[src/hw/ifs_map.svh]
// Constants for the instruction field splitter
`ifndef IFS_MAP_SVH
`define IFS_MAP_SVH

// Length limit and the error code sent with the fault
`define IFS_MAX_LEN 15
`define IFS_FAULT_CODE 16'h0000

// Escape to the two-byte opcode map
`define IFS_ESCAPE 8'h0f

// Prefix encodings
`define IFS_PFX_ES 8'h26
`define IFS_PFX_CS 8'h2e
`define IFS_PFX_SS 8'h36
`define IFS_PFX_DS 8'h3e
`define IFS_PFX_FS 8'h64
`define IFS_PFX_GS 8'h65
`define IFS_PFX_OPSZ 8'h66
`define IFS_PFX_ADSZ 8'h67
`define IFS_PFX_LOCK 8'hf0
`define IFS_PFX_REPNE 8'hf2
`define IFS_PFX_REP 8'hf3

// Field positions, shared by the mode byte and the scale/index/base byte
`define IFS_HI_MSB 7
`define IFS_HI_LSB 6
`define IFS_MID_MSB 5
`define IFS_MID_LSB 3
`define IFS_LO_MSB 2
`define IFS_LO_LSB 0

// Special mode and base codes
`define IFS_MOD_REG 2'h3
`define IFS_MOD_NODISP 2'h0
`define IFS_MOD_DISP8 2'h1
`define IFS_MOD_DISPW 2'h2
`define IFS_RM_SIB 3'h4
`define IFS_RM_D32 3'h5
`define IFS_RM_D16 3'h6

// Opcodes whose mode byte changes meaning
`define IFS_OP_SEG_FROM 8'h8c
`define IFS_OP_SEG_TO 8'h8e
`define IFS_OP_GRP3B 8'hf6
`define IFS_OP_GRP3V 8'hf7

`endif

[src/hw/ifs_pkg.sv]
// Types for the instruction field splitter
package ifs_pkg;
    typedef enum logic [2:0] {
        ST_FIRST, ST_OPC2, ST_MODRM, ST_SIB, ST_DISP, ST_IMM, ST_EMIT,
        ST_FAULT
    } ifs_state_type;
    typedef enum logic [1:0] {
        IMM_NONE, IMM_BYTE, IMM_WORD, IMM_FULL
    } ifs_imm_kind_type;
    typedef enum logic [1:0] {
        KIND_GENERAL, KIND_NARROW, KIND_WIDE
    } ifs_reg_kind_type;
endpackage
[src/hw/ifs_field_splitter.sv]
// Splits a byte stream of x86 instructions into their fields
//
// Notes on behaviour
// [RULE_01] Instructions from one up to fifteen bytes long are accepted.
// [RULE_02] A sixteenth byte raises a protection fault with error code zero.
// [RULE_03] Mode byte top two and low three bits select the addressing form.
// [RULE_04] Mode byte middle bits: general, narrow or wide segment selector.
// [RULE_05] Scale/index/base byte: top bits scale, middle bits index.
// [RULE_06] Low three bits of scale/index/base byte pick the base register.
// [RULE_07] Any number of prefixes, then a one or two byte opcode.
// [RULE_08] Displacement and immediate trail, each 0, 8, 16 or 32 bits.
// [RULE_09] An instruction may start at any byte, no alignment needed.
// [RULE_10] Segment, address size, operand size, repeat, bus hold prefixes.
// [RULE_11] Total length and field offsets are reported per instruction.
`timescale 1ns/1ns
`include "ifs_map.svh"
module ifs_field_splitter #(
    parameter int MAX_LEN = `IFS_MAX_LEN
) (
    // Clock and reset
    input wire logic core_clk,
    input wire logic rst,
    // Byte stream from fetch
    input wire logic in_valid,
    input wire logic [7:0] in_byte,
    output logic in_ready,
    // Default sizes of the code segment
    input wire logic addr32_default,
    input wire logic op32_default,
    // Result strobes
    output logic out_valid,
    output logic out_fault,
    output logic [15:0] out_fault_code,
    // Length and boundaries
    output logic [3:0] out_len,
    output logic [3:0] out_prefix_count,
    output logic [3:0] out_disp_offset,
    output logic [3:0] out_imm_offset,
    // Prefix effects
    output logic out_seg_ovr_valid,
    output logic [2:0] out_seg_ovr,
    output logic out_addr_inv,
    output logic out_op_inv,
    output logic out_rep,
    output logic out_repne,
    output logic out_bus_hold,
    // Opcode
    output logic [15:0] out_opcode,
    output logic out_two_byte,
    // Mode byte
    output logic out_modrm_valid,
    output logic [1:0] out_mod,
    output logic [2:0] out_reg,
    output logic [2:0] out_rm,
    output ifs_pkg::ifs_reg_kind_type out_reg_kind,
    output logic [1:0] narrow_segment_selector,
    output logic [2:0] wide_segment_selector,
    // Scale/index/base byte
    output logic out_sib_valid,
    output logic [1:0] out_scale,
    output logic [2:0] out_index,
    output logic [2:0] out_base,
    // Trailing fields, little endian
    output logic [31:0] out_disp,
    output logic [2:0] out_disp_len,
    output logic [31:0] out_imm,
    output logic [2:0] out_imm_len
);
    import ifs_pkg::*;

    ifs_state_type state, next_state;
    logic accept, is_prefix, op_modrm, sib_need, addr32, op32;
    logic [2:0] idx, next_disp_len, next_imm_len, mod_disp;
    ifs_imm_kind_type op_imm;

    function automatic logic [2:0] imm_bytes(ifs_imm_kind_type k,
                                             logic wide);
        case (k)
            IMM_BYTE: imm_bytes = 3'd1;
            IMM_WORD: imm_bytes = 3'd2;
            IMM_FULL: imm_bytes = wide ? 3'd4 : 3'd2;
            default: imm_bytes = 3'd0;
        endcase
    endfunction

    function automatic ifs_state_type tail(logic [2:0] dl, logic [2:0] il);
        if (dl != 3'd0) tail = ST_DISP;
        else if (il != 3'd0) tail = ST_IMM;
        else tail = ST_EMIT;
    endfunction

    // Stalled only while a result or a fault is shown
    assign in_ready = (state != ST_EMIT) && (state != ST_FAULT); // RULE_09
    assign accept = in_valid && in_ready;
    assign out_valid = (state == ST_EMIT);
    assign out_fault = (state == ST_FAULT);
    assign out_fault_code = `IFS_FAULT_CODE; // RULE_02
    assign narrow_segment_selector = out_reg[1:0]; // RULE_04
    assign wide_segment_selector = out_reg; // RULE_04
    assign addr32 = addr32_default ^ out_addr_inv; // RULE_10
    assign op32 = op32_default ^ out_op_inv; // RULE_10

    always_comb begin
        case (in_byte)
            `IFS_PFX_ES, `IFS_PFX_CS, `IFS_PFX_SS, `IFS_PFX_DS,
            `IFS_PFX_FS, `IFS_PFX_GS, `IFS_PFX_OPSZ, `IFS_PFX_ADSZ,
            `IFS_PFX_LOCK, `IFS_PFX_REPNE, `IFS_PFX_REP: is_prefix = 1'b1;
            default: is_prefix = 1'b0;
        endcase
    end

    // Opcode class table; only forms that shape the length are listed
    always_comb begin
        op_modrm = 1'b0;
        op_imm = IMM_NONE;
        if (state == ST_OPC2) begin
            case (in_byte) inside
                [8'h80:8'h8f]: op_imm = IMM_FULL;
                8'ha4, 8'hac, 8'hba: begin
                    op_modrm = 1'b1;
                    op_imm = IMM_BYTE;
                end
                [8'h00:8'h03], [8'h20:8'h23], [8'h40:8'h4f],
                [8'h90:8'h9f], 8'ha3, 8'ha5, 8'hab, 8'had, 8'haf,
                [8'hb0:8'hb7], [8'hbb:8'hc1]: op_modrm = 1'b1;
                default: op_modrm = 1'b0;
            endcase
        end else begin
            case (in_byte) inside
                [8'h00:8'h3f]: begin
                    op_modrm = (in_byte[2] == 1'b0);
                    if (in_byte[2:0] == 3'h4) op_imm = IMM_BYTE;
                    if (in_byte[2:0] == 3'h5) op_imm = IMM_FULL;
                end
                8'h69, 8'h81, 8'hc7: begin
                    op_modrm = 1'b1;
                    op_imm = IMM_FULL;
                end
                8'h6b, 8'h80, 8'h82, 8'h83, 8'hc0, 8'hc1, 8'hc6: begin
                    op_modrm = 1'b1;
                    op_imm = IMM_BYTE;
                end
                8'h62, 8'h63, [8'h84:8'h8f], [8'hc4:8'hc5],
                [8'hd0:8'hd3], [8'hd8:8'hdf], 8'hf6, 8'hf7, 8'hfe,
                8'hff: op_modrm = 1'b1;
                8'h6a, [8'h70:8'h7f], 8'ha8, [8'hb0:8'hb7], 8'hcd,
                [8'he0:8'he7], 8'heb: op_imm = IMM_BYTE;
                8'h68, 8'ha9, [8'hb8:8'hbf], 8'he8, 8'he9: op_imm = IMM_FULL;
                8'hc2, 8'hca: op_imm = IMM_WORD;
                default: op_imm = IMM_NONE;
            endcase
        end
    end

    // Displacement size implied by mode and low bits of the mode byte
    always_comb begin
        mod_disp = 3'd0;
        sib_need = 1'b0;
        if (in_byte[7:6] == `IFS_MOD_DISP8) mod_disp = 3'd1; // RULE_03
        else if (in_byte[7:6] == `IFS_MOD_DISPW)
            mod_disp = addr32 ? 3'd4 : 3'd2;
        else if (in_byte[7:6] == `IFS_MOD_NODISP) begin
            if (addr32 && in_byte[2:0] == `IFS_RM_D32) mod_disp = 3'd4;
            if (!addr32 && in_byte[2:0] == `IFS_RM_D16) mod_disp = 3'd2;
        end
        // Only 32-bit addressing carries the extra byte
        if (addr32 && in_byte[7:6] != `IFS_MOD_REG &&
            in_byte[2:0] == `IFS_RM_SIB) sib_need = 1'b1; // RULE_03
    end

    always_comb begin
        next_state = state;
        next_disp_len = out_disp_len;
        next_imm_len = out_imm_len;
        case (state)
            ST_FIRST, ST_OPC2: if (accept) begin
                if (state == ST_FIRST && is_prefix) begin
                    next_state = ST_FIRST; // RULE_07
                end else if (state == ST_FIRST && in_byte == `IFS_ESCAPE) begin
                    next_state = ST_OPC2; // RULE_07
                end else begin
                    next_imm_len = imm_bytes(op_imm, op32); // RULE_08
                    next_state = op_modrm ? ST_MODRM
                                          : tail(3'd0, next_imm_len);
                end
            end
            ST_MODRM: if (accept) begin
                // Test forms of the unary group carry an immediate
                if (!out_two_byte && in_byte[5:3] == 3'd0) begin
                    if (out_opcode[7:0] == `IFS_OP_GRP3B) next_imm_len = 3'd1;
                    if (out_opcode[7:0] == `IFS_OP_GRP3V)
                        next_imm_len = imm_bytes(IMM_FULL, op32);
                end
                next_disp_len = mod_disp; // RULE_08
                next_state = sib_need ? ST_SIB : tail(mod_disp, next_imm_len);
            end
            ST_SIB: if (accept) begin
                if (out_mod == `IFS_MOD_NODISP && in_byte[2:0] == `IFS_RM_D32)
                    next_disp_len = 3'd4; // RULE_06
                next_state = tail(next_disp_len, out_imm_len);
            end
            ST_DISP: if (accept && idx == out_disp_len - 3'd1)
                next_state = tail(3'd0, out_imm_len);
            ST_IMM: if (accept && idx == out_imm_len - 3'd1)
                next_state = ST_EMIT;
            default: next_state = ST_FIRST;
        endcase
        // Byte past the limit: drop the instruction
        if (accept && out_len == 4'(MAX_LEN)) next_state = ST_FAULT; // RULE_02
    end

    always_ff @(posedge core_clk) begin
        if (rst) state <= ST_FIRST;
        else state <= next_state;
    end

    // Length, field offsets and the byte index within a field
    always_ff @(posedge core_clk) begin
        if (rst || state == ST_EMIT || state == ST_FAULT) begin
            out_len <= 4'd0;
            out_prefix_count <= 4'd0;
            out_disp_offset <= 4'd0;
            out_imm_offset <= 4'd0;
            idx <= 3'd0;
        end else if (accept) begin
            // Held at the limit so the fault cycle still shows it
            if (next_state != ST_FAULT)
                out_len <= out_len + 4'd1; // RULE_01 RULE_11
            if (state == ST_FIRST && is_prefix)
                out_prefix_count <= out_prefix_count + 4'd1; // RULE_11
            idx <= (next_state != state) ? 3'd0 : idx + 3'd1;
            if (next_state == ST_DISP && state != ST_DISP)
                out_disp_offset <= out_len + 4'd1; // RULE_11
            if (next_state == ST_IMM && state != ST_IMM)
                out_imm_offset <= out_len + 4'd1; // RULE_11
        end
    end

    // Prefix effects apply to this instruction only
    always_ff @(posedge core_clk) begin
        if (rst || state == ST_EMIT || state == ST_FAULT) begin
            out_seg_ovr_valid <= 1'b0;
            out_seg_ovr <= 3'd0;
            out_addr_inv <= 1'b0;
            out_op_inv <= 1'b0;
            out_rep <= 1'b0;
            out_repne <= 1'b0;
            out_bus_hold <= 1'b0;
        end else if (accept && state == ST_FIRST && is_prefix) begin
            case (in_byte) // RULE_10
                `IFS_PFX_OPSZ: out_op_inv <= 1'b1;
                `IFS_PFX_ADSZ: out_addr_inv <= 1'b1;
                `IFS_PFX_LOCK: out_bus_hold <= 1'b1;
                `IFS_PFX_REPNE: out_repne <= 1'b1;
                `IFS_PFX_REP: out_rep <= 1'b1;
                `IFS_PFX_FS, `IFS_PFX_GS: begin
                    out_seg_ovr_valid <= 1'b1;
                    out_seg_ovr <= {2'b10, in_byte[0]};
                end
                default: begin
                    out_seg_ovr_valid <= 1'b1;
                    out_seg_ovr <= {1'b0, in_byte[4:3]};
                end
            endcase
        end
    end

    // Opcode, mode byte and scale/index/base byte
    always_ff @(posedge core_clk) begin
        if (rst || state == ST_EMIT || state == ST_FAULT) begin
            out_opcode <= 16'h0000;
            out_two_byte <= 1'b0;
            out_modrm_valid <= 1'b0;
            out_mod <= 2'd0;
            out_reg <= 3'd0;
            out_rm <= 3'd0;
            out_reg_kind <= KIND_GENERAL;
            out_sib_valid <= 1'b0;
            out_scale <= 2'd0;
            out_index <= 3'd0;
            out_base <= 3'd0;
        end else if (accept) begin
            if (state == ST_FIRST && !is_prefix) begin
                out_opcode <= {8'h00, in_byte}; // RULE_07
                out_two_byte <= (in_byte == `IFS_ESCAPE);
                if (in_byte == `IFS_OP_SEG_FROM || in_byte == `IFS_OP_SEG_TO)
                    out_reg_kind <= KIND_WIDE; // RULE_04
                // Push and pop of the four older segments
                if (in_byte[7:5] == 3'b000 && in_byte[2:1] == 2'b11 &&
                    in_byte != `IFS_ESCAPE) begin
                    out_reg_kind <= KIND_NARROW; // RULE_04
                    out_reg <= in_byte[5:3];
                end
            end
            if (state == ST_OPC2) out_opcode <= {out_opcode[7:0], in_byte};
            if (state == ST_MODRM) begin
                out_modrm_valid <= 1'b1;
                out_mod <= in_byte[`IFS_HI_MSB:`IFS_HI_LSB]; // RULE_03
                out_reg <= in_byte[`IFS_MID_MSB:`IFS_MID_LSB]; // RULE_04
                out_rm <= in_byte[`IFS_LO_MSB:`IFS_LO_LSB]; // RULE_03
            end
            if (state == ST_SIB) begin
                out_sib_valid <= 1'b1;
                out_scale <= in_byte[`IFS_HI_MSB:`IFS_HI_LSB]; // RULE_05
                out_index <= in_byte[`IFS_MID_MSB:`IFS_MID_LSB]; // RULE_05
                out_base <= in_byte[`IFS_LO_MSB:`IFS_LO_LSB]; // RULE_06
            end
        end
    end

    // Trailing fields
    always_ff @(posedge core_clk) begin
        if (rst || state == ST_EMIT || state == ST_FAULT) begin
            out_disp <= 32'h0000_0000;
            out_imm <= 32'h0000_0000;
            out_disp_len <= 3'd0;
            out_imm_len <= 3'd0;
        end else begin
            out_disp_len <= next_disp_len;
            out_imm_len <= next_imm_len;
            if (accept && state == ST_DISP)
                out_disp[{idx[1:0], 3'b000} +: 8] <= in_byte; // RULE_08
            if (accept && state == ST_IMM)
                out_imm[{idx[1:0], 3'b000} +: 8] <= in_byte; // RULE_08
        end
    end
endmodule

[config.mk]
export PLATFORM = sky130hd
export DESIGN_NAME = ifs_field_splitter
export DESIGN_NICKNAME = d
export VERILOG_FILES = /design/src/hw/ifs_pkg.sv /design/src/hw/ifs_field_splitter.sv
export VERILOG_INCLUDE_DIRS = /design/src /design/src/hw
export SDC_FILE = /design/constraint.sdc
export NUM_CORES = 1
export LEC_CHECK = 0
export BUFFER_PORTS_ARGS = -buffer_cell sky130_fd_sc_hd__clkbuf_2
export CORE_ASPECT_RATIO = 2
export CORE_MARGIN = 2
export CORE_UTILIZATION = 49
export DETAILED_ROUTE_END_ITERATION = 12
export PLACE_DENSITY = 0.83
export SYNTH_ARGS = -nofsm -noshare
export SYNTH_HDL_FRONTEND = slang
export SYNTH_SLANG_ARGS = --single-unit
[constraint.sdc]
create_clock -name core_clk -period 2.3 [get_ports core_clk]
set_clock_uncertainty 0.05 [all_clocks]
set_input_delay 0.115 -clock core_clk [delete_from_list [all_inputs] [get_ports core_clk]]
set_output_delay 0.115 -clock core_clk [all_outputs]
set_load 0.03 [all_outputs]
==> results.md <==
Floorplan:
- The die area is 15100 um^2.
- Measured along the y axis, the die boundary spans 172 um.
- In this run the core area contains 61 standard-cell rows.
- From left edge to right edge, the die measures 88.0 um.
- In this run the standard cell core region covers 13900 um^2.
- The effective utilization at floorplan is 0.498.
- The count of boundary I/O pins is 169.

Layout:
- The largest registers in the layout are out_disp: 32 flops, out_imm: 32 flops, out_opcode: 16 flops.
- Leaving out fill and tap cells, the most frequent cell in the layout is nor2_1.
- The sequential cells in the finished layout cover a total of 2780 um^2.
- After filler insertion, the fill cell instance count of the layout stands at 1241.
- The ratio of cells with drive above 1 in the final layout is 0.327.
- For this run, the post-layout net count is 1153.
- The non-filler instance count after layout is 1331.
- 0 antenna diodes ended up in the layout.
- The area of the multi-input gates is 3790 um^2.
- The layout overhead on the synthesized area is 34.1%.
- Leaving out fill and tap cells, the most frequent cells in the layout are 183 x nor2_1, 152 x clkbuf_2, 131 x dfxtp_1.

Detailed routing:
- The number of nets with antenna violations after detailed routing is 0.
- The via count is 7247.
- The post-detailed-route DRC marker count is 0.
- For this run, the detailed router's first-pass iteration total came to 5.
- The total wirelength of the detailed-routed design is 22500 um.
- The number of vias per cell is 5.44.
- In this run, the number of DRC markers left after iteration 0 of detailed routing was 357.
- In the final routed layout, each cell accounts on average for 16.9 um.

Clock tree:
- The deepest clock path buffer count is 2.
- The clock insertion delay at the later pin of the skew report is 0.42 ns.
- The TritonCTS buffer count is 17.
- The depth of the CTS H-tree is 4.
- The cell at the root of the clock tree is clkbuf_16.
- TritonCTS built the clock tree.
- The clock slew at the register clock pins of the worst setup and hold paths is 0.06 ns.
- The clock sink total is 138.

Critical path:
- In this run the worst path has a maximum fanout of 8.
- The data arrival time at the worst-slack endpoint is 2.79 ns.
- The required time of the worst setup path is 2.59 ns.
- The startpoint type of the worst setup path is a register.
- The worst setup path category is reg2reg.
- The worst setup path is captured at a register.

Logic synthesis:
- The Yosys warning count is 0.
- For this run, the leading register cell type out of synthesis is dfxtp_1.
- The area fraction in and, or, nand and nor cells after synthesis is 0.290.
- The flip-flop and latch count after synthesis is 138.
- After synthesis, the largest family of logic cells by area is simple AND/OR/NAND/NOR gates.
- The mux share of post-synthesis cell area is 0.0116.
- The synthesized design contains 0 enable-type register cells.
- The netlist area before placement is 6920 um^2.
- The per-instance average area after synthesis is 7.78 um^2.
- In the post-synthesis netlist, the biggest area contributors are dfxtp_1 40%, nor2_1 9.9%, a21oi_1 8.0%, nand2_1 7.0%, buf_4 3.0%.
- The number of different library cells in the post-synthesis netlist is 82.
- The share of the synthesized area in compound gates (AO/OA/AOI/OAI) came to 0.174.
- The dominant cell type by area after synthesis is dfxtp_1.
- Of all flip-flops after synthesis, the portion carrying an async set or reset was 0.
- The fraction of synthesized cell area taken by the top area cell type is 0.399.
- The cell count after synthesis is 890.
- The post-synthesis share of cell area spent on xor and xnor gates is 0.0249.
- The sequential share of the synthesized area is 0.399.
- Of the total synthesized cell area, the portion taken by full adders, half adders and majority gates is 0.0199.

Timing:
- After layout, the minimum clock period comes to 2.49 ns.
- The number of slew-limit violations in the final report came to 0.
- The timing-limited maximum frequency is 401 MHz.
- Setup repair after global routing could not meet its margin everywhere.
- The tightest hold path in the finished design has a slack of 0.0691 ns.
- The worst pin sits at a relative slew slack of 0.648.
- The final number of setup-violating endpoints is 11.
- The setup slack after layout is -0.193 ns.
- The measured slew at the worst slew-check pin is 0.527 ns.
- The total count of hold-check failures in the final report is 0.
- In the finished design, the share of the clock period the worst path needs comes to 1.08.

Power:
- Across the VDD grid, the largest voltage drop is 0.693 mV.
- The analysis attributes to cell leakage a power of 4.00 nW.
- Dividing total power by cell area gives a power density of 741 nW/um^2.

Placed design:
- After detailed placement, the design holds a cell count of 1295.
- Port buffering added 152 buffers.
- The HPWL after detailed placement is 17100 um.
- Before CTS, the worst setup slack after placement is -0.393 ns.
- The final estimated routing congestion in global placement is 1.01.

Global route:
- The via count of the first global-routing pass is 7158.
- Across every metal layer, demand over resource in global routing totals 0.303.
- The initial antenna violation count is 0.
- The pin count of the biggest net entering global routing is 60.
- The sum of overflow across all layers after global routing is 0.
- The first-pass GRT wire length is 35200 um.

Run status:
- The checks that failed: negative setup slack.
- The run finished, with violations left.

Min path:
- The path class of the lowest-slack min-delay path is in2reg.

Flow run:
- Across the run, the number of max-cap violations was 0.
-- worst max-delay path, cell delays in order (launching register included) --
cell and delay (ns):
dfxtp_4 0.35, or4b_4 0.49, nor4_4 0.36, o211ai_1 0.14, a21oi_1 0.19, nor3_2 0.08, buf_4 0.15, a211oi_4 0.20
buf_6 0.18, nor2_4 0.05, a211oi_2 0.18
-- per-layer routing --
metal | up-vias | track usage | part of all wire
li1 | 3481 | - | -
met1 | 3391 | 0.295 | 0.35
met2 | 279 | 0.540 | 0.53
met3 | 96 | 0.0625 | 0.048
met4 | 0 | 0.236 | 0.071
met5 | - | 0 | 0
-- final timing paths --
path	end	cells after the start	startpoint	slack, ns
hold / removal	idx[0]$_SDFFE_PP0P_	3	in_valid	0.07
hold reg to reg	out_imm_offset[2]$_SDFFE_PP0P_	2	out_imm_offset[2]$_SDFFE_PP0P_	0.40
setup reg to reg	out_imm_offset[0]$_SDFFE_PP0P_	10	out_two_byte$_SDFFE_PP0P_	-0.19
setup / recovery	out_imm_offset[0]$_SDFFE_PP0P_	10	out_two_byte$_SDFFE_PP0P_	-0.19
-- report_power, final --
group	leakage (nW)	internal [W]	switching, W	total [W]
registers	1.12	0.00247	0.0000729	0.00254
logic	2.58	0.000611	0.00102	0.00163
clock network	0.295	0.00163	0.00108	0.00271
-- layout make-up --
| cell class | count | share of cell area |
|---|---|---|
| Sequential cell | 138 | 0.300 |
| Clock buffer | 18 | 0.0473 |
| Clock inverter | 14 | 0.0154 |
| Tap cell | 189 | 0.0255 |
| Timing Repair Buffer | 285 | 0.196 |
| Inverter | 17 | 0.00742 |
| Multi-Input combinational cell | 670 | 0.409 |
-- metrics by stage --
step	instance area, um^2	util	power (W)	setup TNS, ns
after floorplan	7070	-	0.00361	-0.344
after global placement	8600	0.619	0.00413	-3.70
after detailed placement	8600	0.619	0.00415	-4.24
after CTS	9250	0.666	0.00687	-0.993
after global routing	9280	0.668	0.00714	-1.96
final	9280	0.668	0.00688	-1.36
-- repair_timing --
action / 4_1_cts / 5_1_grt
pin swaps: 9 / 12
setup buffers: 3 / 3
endpoints found under the setup margin: 11 / 13
hold endpoints to repair: 4 / 0
gates resized for setup: 9 / 7
hold buffers: 1 / 0
-- synth_stat cells (11+ instances only) --
| cell | count |
|---|---|
| inv_1 | 16 |
| buf_4 | 28 |
| nor2_1 | 183 |
| nand2_1 | 130 |
| clkbuf_1 | 29 |
| a21oi_1 | 111 |
| xnor2_1 | 12 |
| o21ai_0 | 11 |
| nand3_1 | 31 |
| dfxtp_1 | 138 |
| nor3_1 | 11 |
| ha_1 | 11 |
-- cell families after synthesis --
family / count (synthesis)
simple gates: 428
compound gates: 189
flops: 138
buf+inv: 97
xor+xnor: 18
fa+ha+maj: 11
mux: 8
other cells: 1
(Power assumes the default switching activity.)
